--- config.mk ---
export PLATFORM = sky130hd
export DESIGN_NAME = server_reset_and_boot_failover
export DESIGN_NICKNAME = d
export VERILOG_FILES = /design/src/logic/reset_seq_pkg.sv /design/src/logic/server_reset_and_boot_failover.sv
export SDC_FILE = /design/constraint.sdc
export NUM_CORES = 1
export LEC_CHECK = 0
export ABC_AREA = 1
export BUFFER_PORTS_ARGS = -buffer_cell sky130_fd_sc_hd__buf_4
export CAP_MARGIN = 20
export CORE_MARGIN = 5
export CORE_UTILIZATION = 45
export CTS_CLUSTER_DIAMETER = 150
export DETAILED_ROUTE_END_ITERATION = 12
export PLACE_DENSITY = 0.71
export SETUP_SLACK_MARGIN = 0.2
export SLEW_MARGIN = 10
export SYNTH_ARGS = -nofsm -noshare
export SYNTH_HDL_FRONTEND = slang
export SYNTH_SLANG_ARGS = --single-unit
--- constraint.sdc ---
create_clock -name i_clk -period 3.15 [get_ports i_clk]
set_input_delay 0.1575 -clock i_clk [delete_from_list [all_inputs] [get_ports i_clk]]
set_output_delay 0.1575 -clock i_clk [all_outputs]
set_load 0.01 [all_outputs]
--- src/logic/reset_seq_pkg.sv ---
// shared constants, types and register layout of the reset and boot failover block
package reset_seq_pkg;

    // register byte offsets on the avalon slave
    localparam logic [3:0] OFF_CTRL       = 4'h0;
    localparam logic [3:0] OFF_STATUS     = 4'h4;
    localparam logic [3:0] OFF_IRQ_STATUS = 4'h8;
    localparam logic [3:0] OFF_IRQ_MASK   = 4'hC;

    // control register fields
    localparam int CTRL_WARM_RST_BIT = 0;  // write one: programmed warm reset
    localparam int CTRL_SMI_GATE_BIT = 1;  // route mgmt interrupt to serr
    localparam int CTRL_NMI_GATE_BIT = 2;  // route nmi to serr
    localparam logic [2:0] CTRL_RESET = 3'h6;

    // status register fields
    localparam int STAT_STATE_LSB   = 0;   // 3 bits of sequence state
    localparam int STAT_CAUSE_LSB   = 4;   // 2 bits of last reset cause
    localparam int STAT_EXCL_BIT    = 8;   // processor 0 excluded from boot
    localparam int STAT_HALTED_BIT  = 9;   // failover timer halted
    localparam int STAT_PGOOD_BIT   = 10;  // cpu power good
    localparam int STAT_POWER_BIT   = 11;  // main power switched on

    // interrupt event bits
    localparam int IRQ_W            = 4;
    localparam int EV_FAILOVER      = 0;
    localparam int EV_SOFT_RST      = 1;
    localparam int EV_MGMT_FAULT    = 2;
    localparam int EV_POWER_REQ     = 3;
    localparam logic [IRQ_W-1:0] IRQ_MASK_RESET = 4'h0;

    // timing
    localparam int CLK_MHZ              = 250;
    localparam int FAILOVER_RESET_MS    = 10;
    localparam int FAILOVER_RESET_CYC   = FAILOVER_RESET_MS * CLK_MHZ * 1000;
    localparam int FAILOVER_TIMEOUT_CYC = 250000000;
    localparam int PGOOD_STABLE_CYC     = 1024;
    localparam int BRIDGE_RESET_CYC     = 256;
    localparam int CPU_RESET_CYC        = 64;

    typedef enum logic [1:0] {
        CAUSE_POWER_UP,
        CAUSE_WARM,
        CAUSE_SOFT
    } cause_type;

    typedef enum logic [2:0] {
        ST_OFF,
        ST_STABLE,
        ST_INIT,
        ST_BRIDGE_RST,
        ST_RUN,
        ST_FAILOVER,
        ST_CPU_RST
    } seq_state_type;

    // board side outputs, carried together
    typedef struct packed {
        logic main_power_on;
        logic cpu_power_good;
        logic board_ctrl_reset_n;
        logic cpu_clock_en;
        logic cpu_reset_n;
        logic bus_reset_n;
        logic cache_invalidate;
        logic stop_flush;
        logic failover_reset_n;
        logic cpu0_boot_exclude;
        logic host_bridge_reset_n;
        logic io_reset_n;
    } board_out_type;

    typedef struct packed {
        seq_state_type   state;
        cause_type       cause;
        logic [31:0]     seq_cnt;
        logic [31:0]     fo_cnt;
        logic            fo_halted;
        logic            excl_cpu0;
        logic            power_on;
        logic            bridge_pending;
        logic            io_reset_n;
        logic [2:0]      ctrl;
        logic [IRQ_W-1:0] irq_status;
        logic [IRQ_W-1:0] irq_mask;
        logic            fault_prev;
        logic            ack;
        logic [31:0]     rdata;
    } state_type;

endpackage

--- src/logic/server_reset_and_boot_failover.sv ---
// reset sequencer, boot failover timer and management interrupt routing
// Notes on behaviour
// - failover timer starts at power-up; halt stops it
// - timeout unhalted: stop-flush, failover reset 10 ms
// - after failover reset, processor 0 excluded
// - cpu power good only after stable power
// - board controller reset, clocks follow power good
// - bridge reset only after processor init done
// - host bridge reset passed on to io
// - three reset causes: power-up, warm, soft
// - soft reset accepted from three sources
// - soft reset keeps caches, resets bus, cpus
// - mgmt interrupt low while any monitor faulted
// - gated mgmt interrupt and nmi drive serr
// - main power switched by any power request
//
// The placing of the registers and the Avalon-MM slave port were left to the implementer.
`timescale 1ns/10ps
`default_nettype none

module server_reset_and_boot_failover #(
    parameter int FAILOVER_TIMEOUT = reset_seq_pkg::FAILOVER_TIMEOUT_CYC,
    parameter int FAILOVER_RESET   = reset_seq_pkg::FAILOVER_RESET_CYC,
    parameter int PGOOD_STABLE     = reset_seq_pkg::PGOOD_STABLE_CYC,
    parameter int BRIDGE_RESET     = reset_seq_pkg::BRIDGE_RESET_CYC,
    parameter int CPU_RESET        = reset_seq_pkg::CPU_RESET_CYC
) (
    input  wire logic                        i_clk,
    input  wire logic                        i_srst,
    // avalon-mm slave
    input  wire logic [3:0]                  i_avs_address,
    input  wire logic                        i_avs_read,
    input  wire logic                        i_avs_write,
    input  wire logic [31:0]                 i_avs_writedata,
    output logic [31:0]                      o_avs_readdata,
    output logic                             o_avs_waitrequest,
    output logic                             o_irq,
    // power and reset sources
    input  wire logic [3:0]                  i_power_req,
    input  wire logic                        i_power_stable,
    input  wire logic                        i_cpu_init_done,
    input  wire logic                        i_failover_timer_halt_n,
    input  wire logic [2:0]                  i_soft_reset_req,
    input  wire logic [3:0]                  i_monitor_fault,
    input  wire logic                        i_nmi,
    // board side
    output reset_seq_pkg::board_out_type     o_board,
    output logic                             o_mgmt_interrupt_n,
    output logic                             o_pci_serr_n
);

    reset_seq_pkg::state_type s_q;
    reset_seq_pkg::state_type s_d;

    logic        req;
    logic        wr_hit;
    logic        warm_req;
    logic        soft_req;
    logic        power_toggle;
    logic        fault_any;
    logic        fo_expire;
    localparam int IRQ_W_L = reset_seq_pkg::IRQ_W;

    logic        cnt_done;
    logic [IRQ_W_L-1:0] ev;

    ////////////////////////////////////////////////////////////////////////////
    // decoded events
    always_comb begin
        req          = i_avs_read | i_avs_write;
        wr_hit       = i_avs_write & s_q.ack;
        warm_req     = wr_hit
                     & (i_avs_address == reset_seq_pkg::OFF_CTRL)
                     & i_avs_writedata[reset_seq_pkg::CTRL_WARM_RST_BIT];
        soft_req     = |i_soft_reset_req;
        power_toggle = |i_power_req;
        fault_any    = |i_monitor_fault;
        // timer expires only while armed; the halt pin wins in its own cycle
        fo_expire    = (s_q.state == reset_seq_pkg::ST_INIT
                     || s_q.state == reset_seq_pkg::ST_BRIDGE_RST
                     || s_q.state == reset_seq_pkg::ST_RUN)
                     & ~s_q.fo_halted & i_failover_timer_halt_n
                     & (s_q.fo_cnt >= 32'(FAILOVER_TIMEOUT - 1));
        cnt_done     = 1'b0;
        case (s_q.state)
            reset_seq_pkg::ST_STABLE:
                cnt_done = s_q.seq_cnt >= 32'(PGOOD_STABLE - 1);
            reset_seq_pkg::ST_BRIDGE_RST:
                cnt_done = s_q.seq_cnt >= 32'(BRIDGE_RESET - 1);
            reset_seq_pkg::ST_FAILOVER:
                cnt_done = s_q.seq_cnt >= 32'(FAILOVER_RESET - 1);
            reset_seq_pkg::ST_CPU_RST:
                cnt_done = s_q.seq_cnt >= 32'(CPU_RESET - 1);
            default:
                cnt_done = 1'b0;
        endcase
        ev = '0;
        ev[reset_seq_pkg::EV_FAILOVER]   = fo_expire;
        ev[reset_seq_pkg::EV_SOFT_RST]   = soft_req
                                         & (s_q.state == reset_seq_pkg::ST_RUN);
        ev[reset_seq_pkg::EV_MGMT_FAULT] = fault_any & ~s_q.fault_prev;
        ev[reset_seq_pkg::EV_POWER_REQ]  = power_toggle;
    end

    ////////////////////////////////////////////////////////////////////////////
    // next state of the whole block
    always_comb begin
        s_d = s_q;
        s_d.seq_cnt    = s_q.seq_cnt + 32'h1;
        s_d.fault_prev = fault_any;
        s_d.io_reset_n = o_board.host_bridge_reset_n; // io follows

        // power switching from any request source
        if (power_toggle) begin
            s_d.power_on = ~s_q.power_on;
        end

        // failover timer, armed from power good until halted
        if (s_q.state == reset_seq_pkg::ST_INIT
            || s_q.state == reset_seq_pkg::ST_BRIDGE_RST
            || s_q.state == reset_seq_pkg::ST_RUN) begin
            s_d.fo_cnt = s_q.fo_cnt + 32'h1;
            if (!i_failover_timer_halt_n) begin
                s_d.fo_halted = 1'b1;
            end
        end

        case (s_q.state)
            reset_seq_pkg::ST_OFF: begin
                s_d.seq_cnt = '0;
                if (s_q.power_on && i_power_stable) begin
                    s_d.state = reset_seq_pkg::ST_STABLE;
                end
            end
            reset_seq_pkg::ST_STABLE: begin
                // any dip of the supply restarts the wait
                if (!i_power_stable) begin
                    s_d.seq_cnt = '0;
                end else if (cnt_done) begin
                    s_d.state     = reset_seq_pkg::ST_INIT;
                    s_d.seq_cnt   = '0;
                    s_d.fo_cnt    = '0;
                    s_d.fo_halted = 1'b0;
                    s_d.excl_cpu0 = 1'b0;
                    s_d.cause     = reset_seq_pkg::CAUSE_POWER_UP;
                    s_d.bridge_pending = 1'b1;
                end
            end
            reset_seq_pkg::ST_INIT: begin
                // processors run self test here; wait for their done
                s_d.seq_cnt = '0;
                if (fo_expire) begin
                    s_d.state = reset_seq_pkg::ST_FAILOVER;
                end else if (i_cpu_init_done) begin
                    s_d.state = s_q.bridge_pending
                              ? reset_seq_pkg::ST_BRIDGE_RST
                              : reset_seq_pkg::ST_RUN;
                end
            end
            reset_seq_pkg::ST_BRIDGE_RST: begin
                if (fo_expire) begin
                    s_d.state   = reset_seq_pkg::ST_FAILOVER;
                    s_d.seq_cnt = '0;
                end else if (cnt_done) begin
                    s_d.state          = reset_seq_pkg::ST_RUN;
                    s_d.bridge_pending = 1'b0;
                end
            end
            reset_seq_pkg::ST_RUN: begin
                s_d.seq_cnt = '0;
                if (fo_expire) begin
                    s_d.state = reset_seq_pkg::ST_FAILOVER;
                end else if (warm_req) begin
                    s_d.state          = reset_seq_pkg::ST_CPU_RST;
                    s_d.cause          = reset_seq_pkg::CAUSE_WARM;
                    s_d.bridge_pending = 1'b1;
                end else if (soft_req) begin
                    s_d.state = reset_seq_pkg::ST_CPU_RST;
                    s_d.cause = reset_seq_pkg::CAUSE_SOFT;
                end
            end
            reset_seq_pkg::ST_FAILOVER: begin
                if (cnt_done) begin
                    // timer stays disarmed so processor 1 is not cut short
                    s_d.state     = reset_seq_pkg::ST_INIT;
                    s_d.excl_cpu0 = 1'b1;
                    s_d.fo_halted = 1'b1;
                end
            end
            reset_seq_pkg::ST_CPU_RST: begin
                if (cnt_done) begin
                    s_d.state = reset_seq_pkg::ST_INIT;
                end
            end
            default: begin
                s_d.state = reset_seq_pkg::ST_OFF;
            end
        endcase

        // power removal overrides the whole sequence
        if (!s_q.power_on || !i_power_stable) begin
            if (s_q.state != reset_seq_pkg::ST_OFF
                && s_q.state != reset_seq_pkg::ST_STABLE) begin
                s_d.state = reset_seq_pkg::ST_OFF;
            end
        end
        if (!s_q.power_on) begin
            s_d.state = reset_seq_pkg::ST_OFF;
        end

        // register slave: one wait cycle, read data captured meanwhile
        s_d.ack = req & ~s_q.ack;
        if (req && !s_q.ack) begin
            case (i_avs_address)
                reset_seq_pkg::OFF_CTRL:
                    s_d.rdata = {29'h0, s_q.ctrl[2:1], 1'b0};
                reset_seq_pkg::OFF_STATUS: begin
                    s_d.rdata = 32'h0;
                    s_d.rdata[reset_seq_pkg::STAT_STATE_LSB +: 3] = s_q.state;
                    s_d.rdata[reset_seq_pkg::STAT_CAUSE_LSB +: 2] = s_q.cause;
                    s_d.rdata[reset_seq_pkg::STAT_EXCL_BIT]   = s_q.excl_cpu0;
                    s_d.rdata[reset_seq_pkg::STAT_HALTED_BIT] = s_q.fo_halted;
                    s_d.rdata[reset_seq_pkg::STAT_PGOOD_BIT]  =
                        o_board.cpu_power_good;
                    s_d.rdata[reset_seq_pkg::STAT_POWER_BIT]  = s_q.power_on;
                end
                reset_seq_pkg::OFF_IRQ_STATUS:
                    s_d.rdata = {28'h0, s_q.irq_status};
                reset_seq_pkg::OFF_IRQ_MASK:
                    s_d.rdata = {28'h0, s_q.irq_mask};
                default:
                    s_d.rdata = 32'h0;
            endcase
        end
        if (wr_hit && i_avs_address == reset_seq_pkg::OFF_CTRL) begin
            s_d.ctrl = {i_avs_writedata[2:1], 1'b0};
        end
        if (wr_hit && i_avs_address == reset_seq_pkg::OFF_IRQ_MASK) begin
            s_d.irq_mask = i_avs_writedata[IRQ_W_L-1:0];
        end
        // write one clears; a new event in the same cycle wins
        if (wr_hit && i_avs_address == reset_seq_pkg::OFF_IRQ_STATUS) begin
            s_d.irq_status = s_q.irq_status & ~i_avs_writedata[IRQ_W_L-1:0];
        end
        s_d.irq_status = s_d.irq_status | ev;
    end

    ////////////////////////////////////////////////////////////////////////////
    // state register
    always_ff @(posedge i_clk) begin
        if (i_srst) begin
            s_q            <= '0;
            s_q.state      <= reset_seq_pkg::ST_OFF;
            s_q.cause      <= reset_seq_pkg::CAUSE_POWER_UP;
            s_q.io_reset_n <= 1'b0;
            s_q.ctrl       <= reset_seq_pkg::CTRL_RESET;
            s_q.irq_mask   <= reset_seq_pkg::IRQ_MASK_RESET;
        end else begin
            s_q <= s_d;
        end
    end

    ////////////////////////////////////////////////////////////////////////////
    // board outputs, decoded from registered state only
    logic in_pgood;
    always_comb begin
        in_pgood = s_q.state != reset_seq_pkg::ST_OFF
                && s_q.state != reset_seq_pkg::ST_STABLE;
        o_board.main_power_on       = s_q.power_on;
        o_board.cpu_power_good      = in_pgood;
        o_board.board_ctrl_reset_n  = in_pgood;
        o_board.cpu_clock_en        = in_pgood;
        o_board.cpu_reset_n         = in_pgood
            && s_q.state != reset_seq_pkg::ST_FAILOVER
            && s_q.state != reset_seq_pkg::ST_CPU_RST;
        o_board.bus_reset_n         = o_board.cpu_reset_n;
        // soft reset leaves cache contents alone
        o_board.cache_invalidate    = !o_board.cpu_reset_n
            && s_q.cause != reset_seq_pkg::CAUSE_SOFT;
        o_board.stop_flush          =
            s_q.state == reset_seq_pkg::ST_FAILOVER;
        o_board.failover_reset_n    =
            s_q.state != reset_seq_pkg::ST_FAILOVER;
        o_board.cpu0_boot_exclude   = s_q.excl_cpu0;
        o_board.host_bridge_reset_n = s_q.state != reset_seq_pkg::ST_BRIDGE_RST
            && in_pgood && !(s_q.bridge_pending
            && s_q.cause == reset_seq_pkg::CAUSE_POWER_UP);
        o_board.io_reset_n          = s_q.io_reset_n;
    end

    ////////////////////////////////////////////////////////////////////////////
    // interrupts, bus answer and error routing
    always_comb begin
        o_avs_readdata     = s_q.rdata;
        o_avs_waitrequest  = req & ~s_q.ack;
        o_irq              = |(s_q.irq_status & s_q.irq_mask);
        o_mgmt_interrupt_n = ~fault_any;
        o_pci_serr_n       = ~((fault_any
                             & s_q.ctrl[reset_seq_pkg::CTRL_SMI_GATE_BIT])
                           | (i_nmi
                             & s_q.ctrl[reset_seq_pkg::CTRL_NMI_GATE_BIT]));
    end

endmodule

`default_nettype wire

* Word-level counts from Yosys, hierarchy flattened
Cells that the tools add are included.
** Operators by class
- $add $sub $neg :: 2
- $lt $le $gt $ge :: 5
- Equal/unequal tests :: 22
- Mux-type cells :: 36
- Bitwise logic cells :: 23
- Reductions and logical operators :: 37
** Operators by type and width (number)
- 32-bit 2-to-1 mux :: 3
- 32-bit one-hot mux with 3 select lines :: 1
- 71-bit 2-to-1 mux :: 1
- 32-bit by 1-bit adder with 32-bit output (second input constant) :: 2
- 12-bit one-hot mux with 4 select lines :: 1
- 34-bit 2-to-1 mux :: 1
- 33-bit 2-to-1 mux :: 1
- 32-bit by 10-bit >= comparator with 1-bit output (second input constant) :: 1
- 32-bit by 22-bit >= comparator with 1-bit output (second input constant) :: 1
- 32-bit by 28-bit >= comparator with 1-bit output (second input constant) :: 1
- 32-bit by 6-bit >= comparator with 1-bit output (second input constant) :: 1
- 32-bit by 8-bit >= comparator with 1-bit output (second input constant) :: 1
- 3-bit 2-to-1 mux :: 10
- 3-bit one-hot mux with 6 select lines :: 1
- 5-bit 2-to-1 mux :: 3
- 2-bit inequality test (second input constant) :: 7
- 1-bit logical AND :: 12
- 4-bit OR reduction :: 3
- 1-bit AND :: 11
- 3-bit == test (second input constant) :: 3
- 3-bit inequality test (second input constant) :: 3
- 4-bit AND :: 2
- 4-bit == test (second input constant) :: 2
- 2-bit one-hot mux with 2 select lines :: 2
- other kinds (27) :: 51
** Word-level totals
- Register bits :: 118
- Input bits :: 55
- Output and inout port bits :: 48
- Logic and storage cells :: 140

* Logic depth before layout (Yosys ltp)
- Word-level depth :: 10
- Mapped depth :: 18
- Depth with buffers taken out :: 16

* Worst setup path before layout
Ideal clock, no wire load.
- Path type :: reg-to-reg
- Start point :: register s_q[82] (netlist name)
- End point :: register s_q[103] (netlist name)
- Setup time :: 0.121 ns
- Data arrival time :: 1.782 ns
- Data required time :: 3.029 ns
- Slack :: 1.247 ns
- Cell stages (with the launch flop) :: 19
- Cells stage by stage :: dfxtp_1 -> ha_1 -> nand2_1 -> nor2_4 -> nand2_1 -> nand2_1 -> nand3_1 -> nand2_1 -> nand2_1 -> nand2_1 -> nand2_2 -> nand2_2 -> inv_2 -> nand3_2 -> nand2_2 -> nand2_2 -> buf_6 -> buf_12 -> nor2_4
** On the way
- Longest elaborated chain between the ends :: 5
** RTL lines
- from (decl) :: line server_reset_and_boot_failover.sv:52 : reset_seq_pkg::state_type s_q;
- 32-bit by 6-bit >= comparator with 1-bit output (tied with other cells) :: line server_reset_and_boot_failover.sv:93 : cnt_done = s_q.seq_cnt >= 32'(CPU_RESET - 1);
- 1-bit one-hot mux with 4 select lines :: line server_reset_and_boot_failover.sv:85 : case (s_q.state)
- 71-bit 2-to-1 mux :: line server_reset_and_boot_failover.sv:139 : end else if (cnt_done) begin
- 32-bit 2-to-1 mux :: line server_reset_and_boot_failover.sv:137 : if (!i_power_stable) begin
- 32-bit one-hot mux with 3 select lines (*) :: line server_reset_and_boot_failover.sv:128 : case (s_q.state)
Mark *: on every way between the ends. The rest lies on a longest branch, timed or not. The select of a mux whose other input is x is not followed.
A chain may end at the register's enable or synchronous reset.

* Worst setup path in the final report
- Start point :: register s_q[118] (netlist name)
- End point :: register s_q[98] (netlist name)
** On the way
- Longest elaborated chain between the ends :: 8
** RTL lines
- 3-bit by 2-bit == test with 1-bit output, on equally long branches
- 1-bit logical OR :: line server_reset_and_boot_failover.sv:80 : || s_q.state == reset_seq_pkg::ST_BRIDGE_RST
- 1-bit logical OR :: line server_reset_and_boot_failover.sv:81 : || s_q.state == reset_seq_pkg::ST_RUN)
- 1-bit AND (2 in series) :: line server_reset_and_boot_failover.sv:82 : & ~s_q.fo_halted & i_failover_timer_halt_n
- 1-bit AND :: line server_reset_and_boot_failover.sv:83 : & (s_q.fo_cnt >= 32'(FAILOVER_TIMEOUT - 1));
- 32-bit 2-to-1 mux :: line server_reset_and_boot_failover.sv:161 : if (fo_expire) begin
- 32-bit one-hot mux with 3 select lines (*) :: line server_reset_and_boot_failover.sv:128
Marks and branches as above.

==> results.md <==
- Status: complete, no violations
- Max-slew headroom: 58.3%
- Largest area contributor in the netlist: dfxtp_1
- GR Overflow Total: 0
- Clock Power Share: 47.6%
- CP Capture Type: flop
- Sw power: 0.542 mW
- Min Hold Slack: 0.106 ns
- Post-route cell area: 6240 um^2
- WP data required: 3.38 ns
- First-pass iteration count of the detailed router: 5
- RSZ-0062 raised after global routing: no
- Via-to-Cell Ratio: 4.76
- Crit path max-delay family: simple AND/OR/NAND/NOR gates
- Sw Share: 20.7%
- Register area: 1920 um^2
- Max incr delay on CP: 0.63 ns
- Cell-internal power: 2.08 mW
- Cell with the most instances after synthesis: nand2_1
- Yosys warnings: 0
- # fillers: 1181
- Nets: 881
- Fmax: 0.403 GHz
- Overall routed net length: 11800 um
- Post-DP HPWL: 8990 um
- Worst vdd ir: 0.000291 V
- Worst Hold Class: in -> reg
- Top post-synthesis cells by area: dfxtp_1, nand2_1, nor2_1
- Post-route antenna net violation count: 0
- Placed instance area: 5890 um^2
- Netlist Area Pre-Place: 5550 um^2
- Via count: 4741
- CP Data Arrival Time: 2.71 ns
- Vias in the first global route: 4547
- GPL Wtd Cong: 0.931
- Num CTS Buffers: 9
- Multi-input logic area: 2940 um^2
- FP Rows: 40
- Avg Cell Area, Syn: 7.06 um^2
- H-tree depth: 3
- Commonest cells post-synth: nand2_1, nor2_1, dfxtp_1, inv_1, nand3_1
- First-pass GRT wire length: 20400 um
- DR iter-0 viols: 376
- Lkg Pwr: 2.57 nW
- Comb pwr share: 5.3%
- Worst-Skew Late Latency: 0.34 ns
- CP Class: reg -> reg
- Pin count of the biggest net entering global routing: 24
- Yosys reg bits: 96
- Min-Delay Path Depth: 3
- Tcrit/Tclk final: 78.7%
- Port bufs: 52
- Starting density of the core: 46.0%
- Minimum clock period: 2.48 ns
- DIE AREA: 14600 um^2
- Inst Count DP: 980
- Chip Width: 121 um
- Slew Limit Fails: 0
- Stages on worst setup path: 10
- Post-synthesis async set-or-reset flop share: 0%
- CTS tree: built
- I/O pin total: 103
- CTS Buffer Depth: 2
- Most used cell, CP: nand2_2
- Core Footprint: 12100 um^2
- CP max-delay cell: dfxtp_1
- CTS resizes: 0
- Gr usage total: 16.6%
- EDFF count, synth: 0
- Layout cell share with drive strength beyond 1: 16.9%
- Avg WL per Cell: 11.9 um
- Final core occ: 51.8%
- Cts hold-fix bufs: 0
- Synth cell types: 46
- Sequential share of power: 47.1%
- Synthesis-to-layout area growth: 12.6%
- Clock skew: 0.00759 ns
- Register area share after synthesis: 34.7%
- Least-Margin Pin Slew: 0.621 ns
- Clock sinks: 96
- Post-synth top area share: 34.7%
- Buf/Inv on CP: 2
- Final setup vio count: 0
- Post-placement setup slack: 0.718 ns
- Fin worst setup slack: 0.670 ns
- Overall Power: 2.62 mW
- Worst r2r path cells: 10
- Diodes inserted: 0
- Max-cap viol count: 0
- Critical Path Fanout Max: 19
- Chip height: 121 um
- Post-CTS Setup Repair Bufs: 0
- Cells after synthesis: 786
- Clk root buf: clkbuf_16
- Post-synth top flop: dfxtp_1
- Startpoint types: flop
- Post-Route Setup TNS: 0 ns
- Pwr Density: 420 nW/um^2
- CTS clk-pin slew, worst paths: 0.07 ns
- Crit-path cells: nand2_4 -> nand2_8 -> inv_2 -> nor3_2 -> nand2_1 -> a21oi_1 -> nand2_2 -> nand2_2 -> buf_12 -> nor3_1
- Hold Fails Final Rpt: 0
- DRC errors left: 0
- Initial antenna violation count: 0
- Non-filler cells, final: 997
[registers in the layout (all words and copies together), names as in the netlist]
signal          count
s_q                83
o_avs_readdata     10
o_board             3
[area by class of cell]
class	count	share of cell area, %
multi-input combinational	559	47.1
sequential	96	30.8
timing repair buffer	58	7.18
inverter	100	6.01
clock buffer	11	3.89
tap	168	3.37
clock inverter	5	1.66
[power by group through the flow]
stage	sequential, mW	clock, mW	combinational [mW]
floorplan	1.26	0	0.107
global placement	1.26	0	0.134
detailed placement	1.26	0	0.136
CTS	1.24	1.28	0.136
global route	1.24	1.33	0.153
finish	1.24	1.25	0.138
[worst register-to-register path, cell delays in order, from the launching register on]
cell	delay, ns
dfxtp_1	0.63
nand2_4	0.18
nand2_8	0.14
inv_2	0.07
nor3_2	0.18
nand2_1	0.20
a21oi_1	0.21
nand2_2	0.08
nand2_2	0.37
buf_12	0.23
nor3_1	0.07
[final timing paths]
kind	slack (ns)	end	from
worst min-delay path	0.11	s_q[33]	i_monitor_fault[2]
worst max register to register	0.67	s_q[98]	s_q[118]
worst min register to register	0.43	s_q[40]	s_q[33]
worst max-delay path	0.67	s_q[98]	s_q[118]
[placed cells by master (no fill, tap or decap), types with 4 or more instances in the layout]
master / n
nor2_4: 19
nand4_1: 9
o21ai_0: 29
nor3_2: 5
a21oi_1: 34
clkbuf_16: 9
nand2_2: 7
xnor2_1: 6
nand2_1: 147
dfxtp_1: 96
inv_1: 81
nand3_1: 41
inv_2: 17
nor3_1: 32
o211ai_1: 4
nor2_2: 7
xor2_1: 39
buf_4: 57
nor2_1: 117
nor4_1: 8
conb_1: 22
[per-layer routing]
layer	up-vias	GRT usage, %	share of wire (%)
met2	98	27.0	47
met4	0	5.17	1.4
met3	15	3.87	4.4
met5	-	0	0
li1	2517	-	-
met1	2111	21.9	47
[cell families after synthesis]
logic type      synth area share, %
compound gates                 8.03
other cells                  0.0676
fa+ha+maj                     0.451
buf+inv                        13.7
flops                          34.7
xor+xnor                       7.11
simple gates                   35.9
No activity file was read; power rests on OpenSTA's default activity.
